## config.mk

```make
export PLATFORM = sky130hd
export DESIGN_NAME = rtu_timer_unit
export DESIGN_NICKNAME = d
export VERILOG_FILES = /design/src/verilog/rtu_pkg.sv /design/src/verilog/rtu_down_counter.sv /design/src/verilog/rtu_timer_unit.sv
export SDC_FILE = /design/constraint.sdc
export NUM_CORES = 1
export LEC_CHECK = 0
export BUFFER_PORTS_ARGS = -buffer_cell sky130_fd_sc_hd__buf_4
export CAP_MARGIN = 20
export CORE_MARGIN = 4
export CORE_UTILIZATION = 55
export CTS_BUF_LIST = sky130_fd_sc_hd__clkbuf_16
export DETAILED_ROUTE_END_ITERATION = 12
export PLACE_DENSITY = 0.87
export SKIP_CTS_REPAIR_TIMING = 1
export SYNTH_ARGS = -nofsm -noshare
export SYNTH_HDL_FRONTEND = slang
export SYNTH_SLANG_ARGS = --single-unit
```

## constraint.sdc

```tcl
create_clock -name clk_sys -period 5.35 [get_ports clk_sys]
set_clock_uncertainty 0.2 [all_clocks]
set_input_delay 0.535 -clock clk_sys [delete_from_list [all_inputs] [get_ports clk_sys]]
set_output_delay 0.535 -clock clk_sys [all_outputs]
set_load 0.005 [all_outputs]
```

## src/verilog/rtu_pkg.sv

```systemverilog
// Behaviour
// general timers pick 13.56M, 212k or wake-up underflow
// sixteen bit down-counter readable as two bytes
// reload value spans 0000h to FFFFh
// wake-up timer counts low-frequency oscillator ticks
// global control starts, stops, reports four timers
// running timer decrements once per selected tick
// at zero, next tick raises the timer interrupt
// underflow sets that timer's interrupt flag
// host may set or clear each flag
// at zero stop or reload per configuration
// running flag mirrors whether timer counts
// start: run plus immediate bit; stop: immediate only
// mode start bit also starts the timer
// time-out counts to zero then interrupts
// stop event halts count, value stays readable
// auto reload with interrupt gives periodic requests
// enabled timer interrupt drives the request pin
// global flag sets when any enabled flag sets
// without auto wake, stay powered after empty detect
// wake-up underflow leaves standby; may re-enter
// pin and status bit both show pending interrupts
// events and wake-up underflow are one-cycle pulses
// reload loads both counter bytes together
package rtu_pkg;

  // ---------------------------------------------------------------
  // sizes
  // ---------------------------------------------------------------
  localparam int unsigned NUM_GEN   = 4;   // general timers
  localparam int unsigned NUM_TMR   = 5;   // including wake-up timer
  localparam int unsigned WAKE_IDX  = 4;   // index of wake-up timer
  localparam int unsigned CNT_W     = 16;  // counter width

  // ---------------------------------------------------------------
  // reset value, decrement step and zero compare
  // ---------------------------------------------------------------
  localparam logic [15:0] COUNT_RST = 16'h0000;
  localparam logic [15:0] COUNT_ONE = 16'h0001;
  localparam logic [15:0] COUNT_ZERO = 16'h0000;

  // ---------------------------------------------------------------
  // global control write layout
  // ---------------------------------------------------------------
  localparam int unsigned CTRL_RUN_LSB = 0;  // running bits 3:0
  localparam int unsigned CTRL_NOW_LSB = 4;  // immediate bits 7:4

  // ---------------------------------------------------------------
  // flag write layout: bit 7 chooses set (1) or clear (0)
  // ---------------------------------------------------------------
  localparam int unsigned FLAG_SETCLR_BIT = 7;

  // ---------------------------------------------------------------
  // count clock selection codes
  // ---------------------------------------------------------------
  localparam logic [1:0] SEL_13M56 = 2'h0;  // carrier clock ticks
  localparam logic [1:0] SEL_212K  = 2'h1;  // slow carrier ticks
  localparam logic [1:0] SEL_WAKE  = 2'h2;  // wake-up underflow

  // ---------------------------------------------------------------
  // power state, one-hot
  // ---------------------------------------------------------------
  typedef enum logic [1:0] {
    RTU_AWAKE   = 2'b01,
    RTU_STANDBY = 2'b10
  } rtu_state_e;

  // ---------------------------------------------------------------
  // per general timer configuration
  // ---------------------------------------------------------------
  typedef struct packed {
    logic [1:0]  clk_sel;            // count clock selection
    logic        auto_reload_enable; // reload at zero
    logic        irq_enable;         // interrupt enable
    logic        start_on_tx;        // start on transmitter event
    logic        stop_on_rx;         // stop on receiver event
    logic [7:0]  reload_high_byte;   // reload value high
    logic [7:0]  reload_low_byte;    // reload value low
  } rtu_cfg_s;

endpackage

```

## src/verilog/rtu_down_counter.sv

```systemverilog
`timescale 1ns/1ps
module rtu_down_counter (
  // clock and reset
  input  wire logic              clk_sys,
  input  wire logic              rst,
  // control
  input  wire logic              tick,
  input  wire logic              start,
  input  wire logic              stop,
  input  wire logic              auto_reload_enable,
  input  wire logic [15:0]       reload_val,
  // state
  output logic [15:0]            count_ff,
  output logic                   running_ff,
  output logic                   underflow_ff
);

  // ---------------------------------------------------------------
  // next state
  // ---------------------------------------------------------------
  logic [15:0] nxt_count;     // next counter value
  logic        nxt_running;   // next running state
  logic        nxt_underflow; // next underflow pulse

  // counting, reload and stop decisions
  always_comb begin
    nxt_count     = count_ff;
    nxt_running   = running_ff;
    nxt_underflow = 1'b0;
    if (start) begin
      // both bytes load at once
      nxt_count   = reload_val;
      nxt_running = 1'b1;
    end else if (stop) begin
      // halt and keep value readable
      nxt_running = 1'b0;
    end else if (running_ff && tick) begin
      if (count_ff == rtu_pkg::COUNT_ZERO) begin
        // tick at zero is the underflow
        nxt_underflow = 1'b1;
        if (auto_reload_enable) begin
          nxt_count = reload_val; // periodic
        end else begin
          nxt_running = 1'b0;     // one shot ends
        end
      end else begin
        nxt_count = count_ff - rtu_pkg::COUNT_ONE;
      end
    end
  end

  // registers
  always_ff @(posedge clk_sys) begin
    if (rst) begin
      count_ff     <= rtu_pkg::COUNT_RST;
      running_ff   <= 1'b0;
      underflow_ff <= 1'b0;
    end else begin
      count_ff     <= nxt_count;
      running_ff   <= nxt_running;
      underflow_ff <= nxt_underflow;
    end
  end

  // ---------------------------------------------------------------
  // checks
  // ---------------------------------------------------------------
  property p_dec;
    @(posedge clk_sys) disable iff (rst)
    running_ff && tick && !start && !stop && count_ff != 16'h0000
    |=> count_ff == $past(count_ff) - 16'h0001;
  endproperty
  a_dec: assert property (p_dec) else $error("no decrement");

  property p_uf;
    @(posedge clk_sys) disable iff (rst)
    running_ff && tick && !start && !stop && count_ff == 16'h0000
    |=> underflow_ff ##1 !underflow_ff;
  endproperty
  a_uf: assert property (p_uf) else $error("no underflow");

  property p_reload;
    @(posedge clk_sys) disable iff (rst)
    running_ff && tick && !start && !stop && count_ff == 16'h0000
    |=> (running_ff == $past(auto_reload_enable)) &&
        (count_ff == ($past(auto_reload_enable) ?
                      $past(reload_val) : 16'h0000));
  endproperty
  a_reload: assert property (p_reload) else $error("bad reload");

  property p_halt;
    @(posedge clk_sys) disable iff (rst)
    stop && !start |=> !running_ff && count_ff == $past(count_ff);
  endproperty
  a_halt: assert property (p_halt) else $error("stop ignored");

endmodule

```

## src/verilog/rtu_timer_unit.sv

```systemverilog
`timescale 1ns/1ps
module rtu_timer_unit (
  // clock and reset
  input  wire logic                     clk_sys,
  input  wire logic                     rst,
  // count clock tick pulses
  input  wire logic                     tick_13m56,
  input  wire logic                     tick_212k,
  input  wire logic                     tick_lfo,
  // general timer configuration
  input  wire rtu_pkg::rtu_cfg_s [3:0]  tmr_cfg,
  input  wire logic [3:0]               mode_start,
  // global control write
  input  wire logic                     ctrl_wr,
  input  wire logic [7:0]               ctrl_wdata,
  // interrupt flag write
  input  wire logic                     flag_wr,
  input  wire logic [7:0]               flag_wdata,
  input  wire logic                     global_clr,
  input  wire logic                     irq_pin_enable,
  // transceiver events
  input  wire logic                     tx_start_evt,
  input  wire logic                     rx_stop_evt,
  // wake-up timer control
  input  wire logic                     wake_start,
  input  wire logic                     wake_stop,
  input  wire logic [15:0]              wake_reload,
  input  wire logic                     wake_auto_reload_enable,
  input  wire logic                     auto_standby_wake,
  input  wire logic                     enter_standby,
  input  wire logic                     detect_no_card,
  // counters and status
  output logic [4:0][15:0]              count_value,
  output logic [3:0]                    timer_running,
  output logic [3:0]                    timer_irq_flag,
  output logic                          global_irq_flag,
  output logic                          irq_status,
  output logic                          irq_pin,
  output logic                          standby
);

  // ---------------------------------------------------------------
  // per timer wiring
  // ---------------------------------------------------------------
  logic [4:0]       tick_v;    // selected tick per timer
  logic [4:0]       start_v;   // start request per timer
  logic [4:0]       stop_v;    // stop request per timer
  logic [4:0]       auto_v;    // reload at zero per timer
  logic [4:0][15:0] reload_v;  // reload value per timer
  logic [4:0]       run_v;     // running state per timer
  logic [4:0]       uf_v;      // underflow pulse per timer
  logic [3:0]       en_v;      // interrupt enable per timer
  logic             wake_uf;   // wake-up timer underflow

  assign wake_uf = uf_v[rtu_pkg::WAKE_IDX];

  // ---------------------------------------------------------------
  // general timer request decode
  // ---------------------------------------------------------------
  genvar g;
  generate
    for (g = 0; g < rtu_pkg::NUM_GEN; g++) begin : g_gen
      // count clock selection
      assign tick_v[g] =
        (tmr_cfg[g].clk_sel == rtu_pkg::SEL_13M56) ? tick_13m56 :
        (tmr_cfg[g].clk_sel == rtu_pkg::SEL_212K)  ? tick_212k  :
        (tmr_cfg[g].clk_sel == rtu_pkg::SEL_WAKE)  ? wake_uf    :
        1'b0;
      // global start, mode start and transmitter start
      assign start_v[g] =
        (ctrl_wr && ctrl_wdata[rtu_pkg::CTRL_NOW_LSB + g] &&
         ctrl_wdata[rtu_pkg::CTRL_RUN_LSB + g]) ||
        mode_start[g] ||
        (tmr_cfg[g].start_on_tx && tx_start_evt);
      // global stop and receiver stop event
      assign stop_v[g] =
        (ctrl_wr && ctrl_wdata[rtu_pkg::CTRL_NOW_LSB + g] &&
         !ctrl_wdata[rtu_pkg::CTRL_RUN_LSB + g]) ||
        (tmr_cfg[g].stop_on_rx && rx_stop_evt);
      assign auto_v[g]   = tmr_cfg[g].auto_reload_enable;
      assign reload_v[g] = {tmr_cfg[g].reload_high_byte,
                            tmr_cfg[g].reload_low_byte};
      assign en_v[g]     = tmr_cfg[g].irq_enable;
    end
  endgenerate

  // wake-up timer runs only on oscillator ticks
  assign tick_v[rtu_pkg::WAKE_IDX]   = tick_lfo;
  assign start_v[rtu_pkg::WAKE_IDX]  = wake_start;
  assign stop_v[rtu_pkg::WAKE_IDX]   = wake_stop;
  assign auto_v[rtu_pkg::WAKE_IDX]   = wake_auto_reload_enable;
  assign reload_v[rtu_pkg::WAKE_IDX] = wake_reload;

  // ---------------------------------------------------------------
  // counters, one per timer
  // ---------------------------------------------------------------
  generate
    for (g = 0; g < rtu_pkg::NUM_TMR; g++) begin : g_cnt
      // sixteen bit down-counter
      rtu_down_counter u_cnt (
        .clk_sys            (clk_sys),
        .rst                (rst),
        .tick               (tick_v[g]),
        .start              (start_v[g]),
        .stop               (stop_v[g]),
        .auto_reload_enable (auto_v[g]),
        .reload_val         (reload_v[g]),
        .count_ff           (count_value[g]),
        .running_ff         (run_v[g]),
        .underflow_ff       (uf_v[g])
      );
    end
  endgenerate

  // running status straight from counter flops
  assign timer_running = run_v[3:0];

  // ---------------------------------------------------------------
  // interrupt flags
  // ---------------------------------------------------------------
  logic [3:0] flag_ff;       // per timer interrupt flags
  logic [3:0] nxt_flag;      // next flags
  logic       glob_ff;       // global interrupt flag
  logic       nxt_glob;      // next global flag
  logic       status_ff;     // pending enabled interrupt
  logic       nxt_status;    // next pending state
  logic       pin_ff;        // interrupt pin level
  logic       nxt_pin;       // next pin level
  logic [3:0] flag_rise;     // flags newly set this cycle

  // flag update: host write first, hardware set wins
  always_comb begin
    nxt_flag = flag_ff;
    if (flag_wr) begin
      if (flag_wdata[rtu_pkg::FLAG_SETCLR_BIT]) begin
        nxt_flag = flag_ff | flag_wdata[3:0];  // host set
      end else begin
        nxt_flag = flag_ff & ~flag_wdata[3:0]; // host clear
      end
    end
    nxt_flag   = nxt_flag | uf_v[3:0];          // underflow
    flag_rise  = nxt_flag & ~flag_ff;
    // global flag: any enabled flag setting wins over clear
    nxt_glob   = global_clr ? 1'b0 : glob_ff;
    if ((flag_rise & en_v) != 4'h0) begin
      nxt_glob = 1'b1;
    end
    // pending status and pin
    nxt_status = (nxt_flag & en_v) != 4'h0;
    nxt_pin    = irq_pin_enable && nxt_status;
  end

  // flag registers
  always_ff @(posedge clk_sys) begin
    if (rst) begin
      flag_ff   <= 4'h0;
      glob_ff   <= 1'b0;
      status_ff <= 1'b0;
      pin_ff    <= 1'b0;
    end else begin
      flag_ff   <= nxt_flag;
      glob_ff   <= nxt_glob;
      status_ff <= nxt_status;
      pin_ff    <= nxt_pin;
    end
  end

  assign timer_irq_flag  = flag_ff;
  assign global_irq_flag = glob_ff;
  assign irq_status      = status_ff;
  assign irq_pin         = pin_ff;

  // ---------------------------------------------------------------
  // standby control
  // ---------------------------------------------------------------
  rtu_pkg::rtu_state_e state_ff;    // power state
  rtu_pkg::rtu_state_e nxt_state;   // next power state
  logic                standby_ff;  // standby output
  logic                nxt_standby; // next standby output

  // wake on underflow, return on enter_standby or on empty detect with auto wake set
  always_comb begin
    nxt_state = state_ff;
    case (state_ff)
      rtu_pkg::RTU_AWAKE: begin
        // enter_standby, or empty detect with auto wake set, re-enters standby
        if (enter_standby ||
            (detect_no_card && auto_standby_wake)) begin
          nxt_state = rtu_pkg::RTU_STANDBY;
        end
      end
      rtu_pkg::RTU_STANDBY: begin
        // wake-up interval elapsed
        if (wake_uf) begin
          nxt_state = rtu_pkg::RTU_AWAKE;
        end
      end
      default: begin
        nxt_state = rtu_pkg::RTU_AWAKE;
      end
    endcase
    nxt_standby = (nxt_state == rtu_pkg::RTU_STANDBY);
  end

  // state registers
  always_ff @(posedge clk_sys) begin
    if (rst) begin
      state_ff   <= rtu_pkg::RTU_AWAKE;
      standby_ff <= 1'b0;
    end else begin
      state_ff   <= nxt_state;
      standby_ff <= nxt_standby;
    end
  end

  assign standby = standby_ff;

  // ---------------------------------------------------------------
  // checks
  // ---------------------------------------------------------------
  property p_flag_set;
    @(posedge clk_sys) disable iff (rst)
    uf_v[3:0] != 4'h0 |=>
      (flag_ff & $past(uf_v[3:0])) == $past(uf_v[3:0]);
  endproperty
  a_flag_set: assert property (p_flag_set) else $error("flag lost");

  property p_flag_clr;
    @(posedge clk_sys) disable iff (rst)
    flag_wr && !flag_wdata[rtu_pkg::FLAG_SETCLR_BIT] && uf_v[3:0] == 4'h0 |=>
      (flag_ff & $past(flag_wdata[3:0])) == 4'h0;
  endproperty
  a_flag_clr: assert property (p_flag_clr) else $error("no clear");

  property p_glob;
    @(posedge clk_sys) disable iff (rst)
    (uf_v[3:0] & en_v & ~flag_ff) != 4'h0 |=> global_irq_flag;
  endproperty
  a_glob: assert property (p_glob) else $error("global missing");

  property p_pin;
    @(posedge clk_sys) disable iff (rst)
    irq_pin |-> irq_status;
  endproperty
  a_pin: assert property (p_pin) else $error("pin without status");

  property p_start;
    @(posedge clk_sys) disable iff (rst)
    ctrl_wr && ctrl_wdata[4] && ctrl_wdata[0] |=> timer_running[0];
  endproperty
  a_start: assert property (p_start) else $error("not started");

  property p_stop;
    @(posedge clk_sys) disable iff (rst)
    ctrl_wr && ctrl_wdata[4] && !ctrl_wdata[0] && !mode_start[0] &&
    !(tmr_cfg[0].start_on_tx && tx_start_evt) |=> !timer_running[0];
  endproperty
  a_stop: assert property (p_stop) else $error("not stopped");

  property p_mode;
    @(posedge clk_sys) disable iff (rst)
    mode_start[1] |=> timer_running[1] [*1];
  endproperty
  a_mode: assert property (p_mode) else $error("mode start");

  property p_wake;
    @(posedge clk_sys) disable iff (rst)
    standby && wake_uf |=> !standby;
  endproperty
  a_wake: assert property (p_wake) else $error("no wake");

  property p_stay;
    @(posedge clk_sys) disable iff (rst)
    !standby && !enter_standby && !auto_standby_wake |=> !standby;
  endproperty
  a_stay: assert property (p_stay) else $error("left powered");

  property p_status;
    @(posedge clk_sys) disable iff (rst)
    irq_status == ((timer_irq_flag & $past(en_v)) != 4'h0);
  endproperty
  a_status: assert property (p_status) else $error("status wrong");

  property p_pin_off;
    @(posedge clk_sys) disable iff (rst)
    !irq_pin_enable |=> !irq_pin;
  endproperty
  a_pin_off: assert property (p_pin_off) else $error("pin ungated");

  property p_enter;
    @(posedge clk_sys) disable iff (rst)
    !standby && enter_standby |=> standby;
  endproperty
  a_enter: assert property (p_enter) else $error("no standby");

  property p_wake_src;
    @(posedge clk_sys) disable iff (rst)
    !tick_lfo && !wake_start |=> count_value[4] == $past(count_value[4]);
  endproperty
  a_wake_src: assert property (p_wake_src) else $error("wake moved");

  property p_glob_hold;
    @(posedge clk_sys) disable iff (rst)
    global_irq_flag && !global_clr |=> global_irq_flag;
  endproperty
  a_glob_hold: assert property (p_glob_hold) else $error("glob lost");

endmodule

```

==> run summary <==
- 2.24% — fraction of the mapped netlist area in adder cells
- 73.3% — post-layout utilization of the core
- 7272 — vias in the first global route
- 0 — Final Slew Violations
- 3.61 nW — Leakage Power
- sky130_fd_sc_hd__dfxtp_1 — flip-flop cell with the highest count after synthesis
- 94 — largest net degree at the start of global routing
- 0 — Final Hold Violating Endpoints
- 973 — fill count
- sky130_fd_sc_hd__dfxtp_1 — largest area contributor in the netlist
- 6700 sq um — area of the mapped netlist
- 17 — maximum fanout count along the critical path
- 30.5% — share of the synthesized area in compound gates (AO/OA/AOI/OAI)
- 23300 um — total wire length after detailed routing
- in2reg — Hold WC Path Type
- 0.000253 V — peak supply drop
- 864 — Mapped Cells
- reg2reg — Setup Crit Path Kind
- register — crit end category
- register — kind of start point of the critical path
- 2180 ps — Placement Setup Slack
- 310 MHz — maximum frequency from static timing analysis
- 56.0% — starting density of the core
- 3230 ps — crit path time final
- sky130_fd_sc_hd__dfxtp_1, sky130_fd_sc_hd__o32ai_1, sky130_fd_sc_hd__a21oi_1 — biggest area contributors in the synthesized netlist
- 8770 sq um — Non-Filler Cell Area, Final
- 1045 — Initial DRC Count
- 40 — count of standard-cell rows
- 29.9% — register area share after synthesis
- 0 — antenna-violating nets left
- complete, no violations — result of the run
- 74 — Cell variety after synth
- 0.992 — final weighted congestion in routability-driven placement
- 4320 sq um — area of the multi-input gates
- 100 — number of clock sinks
- 12000 sq um — Placeable Area
- sky130_fd_sc_hd__clkbuf_16 — root buf cell
- 0 ps — final-layout setup total negative slack
- 0.392% — XOR/XNOR share of the synthesized area
- 296 nW/um^2 — Power Density
- 229 — number of port buffers
- 0% — async set-or-reset flop fraction in the synthesized netlist
- 19.4 um — WL/cell
- 1120 ps — transition time of the tightest slew-check pin
- 2 — Max clock buf depth
- 8053 — routed via count
- 14000 sq um — floorplan die area
- 0 — setup-violating endpoint count in the final report
- 60.4% — final period utilization
- built — clock tree from TritonCTS
- 9 — TritonCTS buffer count
- 27.1% — simple-gate portion of the synthesized area
- 26.4% — layout cell share with drive strength beyond 1
- 24.6% — relative slew slack
- 31.8% — overall fraction of global-route tracks in use
- 1203 — final layout net count
- sky130_fd_sc_hd__dfxtp_1, sky130_fd_sc_hd__nand2_1, sky130_fd_sc_hd__a21oi_1, sky130_fd_sc_hd__o32ai_1, sky130_fd_sc_hd__clkbuf_1 — top cell types by occurrence after synthesis
- no — RSZ-0062 raised after global routing
- 6 — number of iterations in the first detailed-routing pass
- 100 — synthesis-stage register bit count
- 360 ps — Worst-Skew Late Latency
- 0 — Post-synth EDFFs
- 70 ps — clock-pin transition on the worst setup and hold timing paths
- 3.75% — proportion of synthesized area in mux cells
- compound AO/OA/AOI/OAI gates — main combinational cell family by area after synthesis
- 6.70 — Vias/cell
- 2000 sq um — flip-flop and latch area
- 3220 ps — arrival time at the worst endpoint
- 16500 um — HPWL after detailed placement
- 233 — number of placed I/O pins
- 29.9% — post-synth top area share
- 8430 sq um — instance area at placement
- 3 — H-Tree Depth
- 0 — GRT Residual Overflow
- 30.8% — relative area change from synthesis to final layout
- 5340 ps — critical path data required time
- 1017 — Net Count, Synth
- 0 — Antenna Diode Count
- sky130_fd_sc_hd__dfxtp_1 — most frequent cell after synthesis
- 0 — number of warnings issued by yosys
- 118 um — die height
- 118 um — overall die width
- 0 — antenna violations before repair
- 2120 ps — final worst setup slack
- 37500 um — global-route wire length before repair
- 7.75 sq um — Avg Inst Size Synth
- 0 — remaining design rule violation count
- 0 — number of maximum-capacitance violations
-- stage by stage --
| stage | power, mW | hold WS (ps) | std cells |
|---|---|---|---|
| 2_1_floorplan | 1.52 | 228 | 864 |
| 3_3_place_gp | 1.85 | 269 | 1183 |
| 3_5_place_dp | 1.88 | 271 | 1184 |
| 4_1_cts | 2.58 | 211 | 1200 |
| 5_1_grt | 2.74 | 199 | 1202 |
| 6_report | 2.60 | 211 | 1202 |
-- kinds of logic (layout without fill, tap and decap cells) --
group | Yosys count | after routing
fa+ha+maj | 12 | 12
mux | 25 | 25
flops | 100 | 100
compound gates | 283 | 283
simple gates | 341 | 341
buf+inv | 100 | 291
xor+xnor | 3 | 3
-- final cells by class --
| class | count | area share [%] |
|---|---|---|
| clock buffer | 9 | 2.57 |
| clock inverter | 7 | 1.04 |
| inverter | 34 | 1.46 |
| multi-input combinational | 664 | 49.3 |
| sequential | 100 | 22.8 |
| tap | 147 | 2.10 |
| timing repair buffer | 241 | 20.7 |
-- flip-flops by register name, summed over array words and instances (netlist names) --
name	flops
g_cnt.u_cnt.count_ff	80
g_cnt.u_cnt.running_ff	5
g_cnt.u_cnt.underflow_ff	5
global_irq_flag	1
irq_pin	1
irq_status	1
standby	1
state_ff	2
timer_irq_flag	4
-- metal layers --
metal  share of wire, %  track usage, %  vias to the layer above
li1                   -               -                     3748
met1                 40            42.3                     3720
met2                 46            50.3                      518
met3                 11            7.80                       67
met4                3.6            11.5                        0
met5                  0               0                        -
-- cells in the final DEF, fill, tap and decap left out, drive strengths merged, types with 6 or more instances in the layout --
cell,count
nor4b,9
nand3,19
a221o,6
a2bb2oi,21
buf,240
a21oi,78
nor2,50
nor3,45
dfxtp,100
clkbuf,10
inv,36
o32ai,54
or4,16
nand2,87
ha,12
a221oi,8
nand4,12
a22oi,17
a21o,8
and3,7
or3,10
a31oi,6
a21boi,6
a211oi,10
and2,11
o21ai,24
nor4,41
mux2i,24
o22ai,6
-- report_power, final --
group          internal (mW)  switching, mW  leakage [nW]
logic                  0.439          0.514          2.63
clock network          0.409          0.300         0.151
registers              0.828          0.110         0.825
-- worst paths after layout --
path / from / end / slack, ps / depth (start not counted)
setup / recovery: g_cnt[1].u_cnt.count_ff[1] / g_cnt[1].u_cnt.count_ff[5] / 2120 / 7
hold / removal: irq_pin_enable / irq_pin / 210 / 2
setup reg to reg: g_cnt[1].u_cnt.count_ff[1] / g_cnt[1].u_cnt.count_ff[5] / 2120 / 7
hold reg to reg: g_cnt[1].u_cnt.count_ff[10] / g_cnt[1].u_cnt.count_ff[10] / 290 / 2
-- worst max-delay path: stages (launching register included) --
cell and delay, ps:
sky130_fd_sc_hd__dfxtp_1 380, sky130_fd_sc_hd__inv_1 150, sky130_fd_sc_hd__ha_1 160, sky130_fd_sc_hd__or3b_2 510
sky130_fd_sc_hd__or4_1 700, sky130_fd_sc_hd__o211ai_4 510, sky130_fd_sc_hd__and2_4 350, sky130_fd_sc_hd__o32ai_1 110
(Power assumes the default switching activity.)
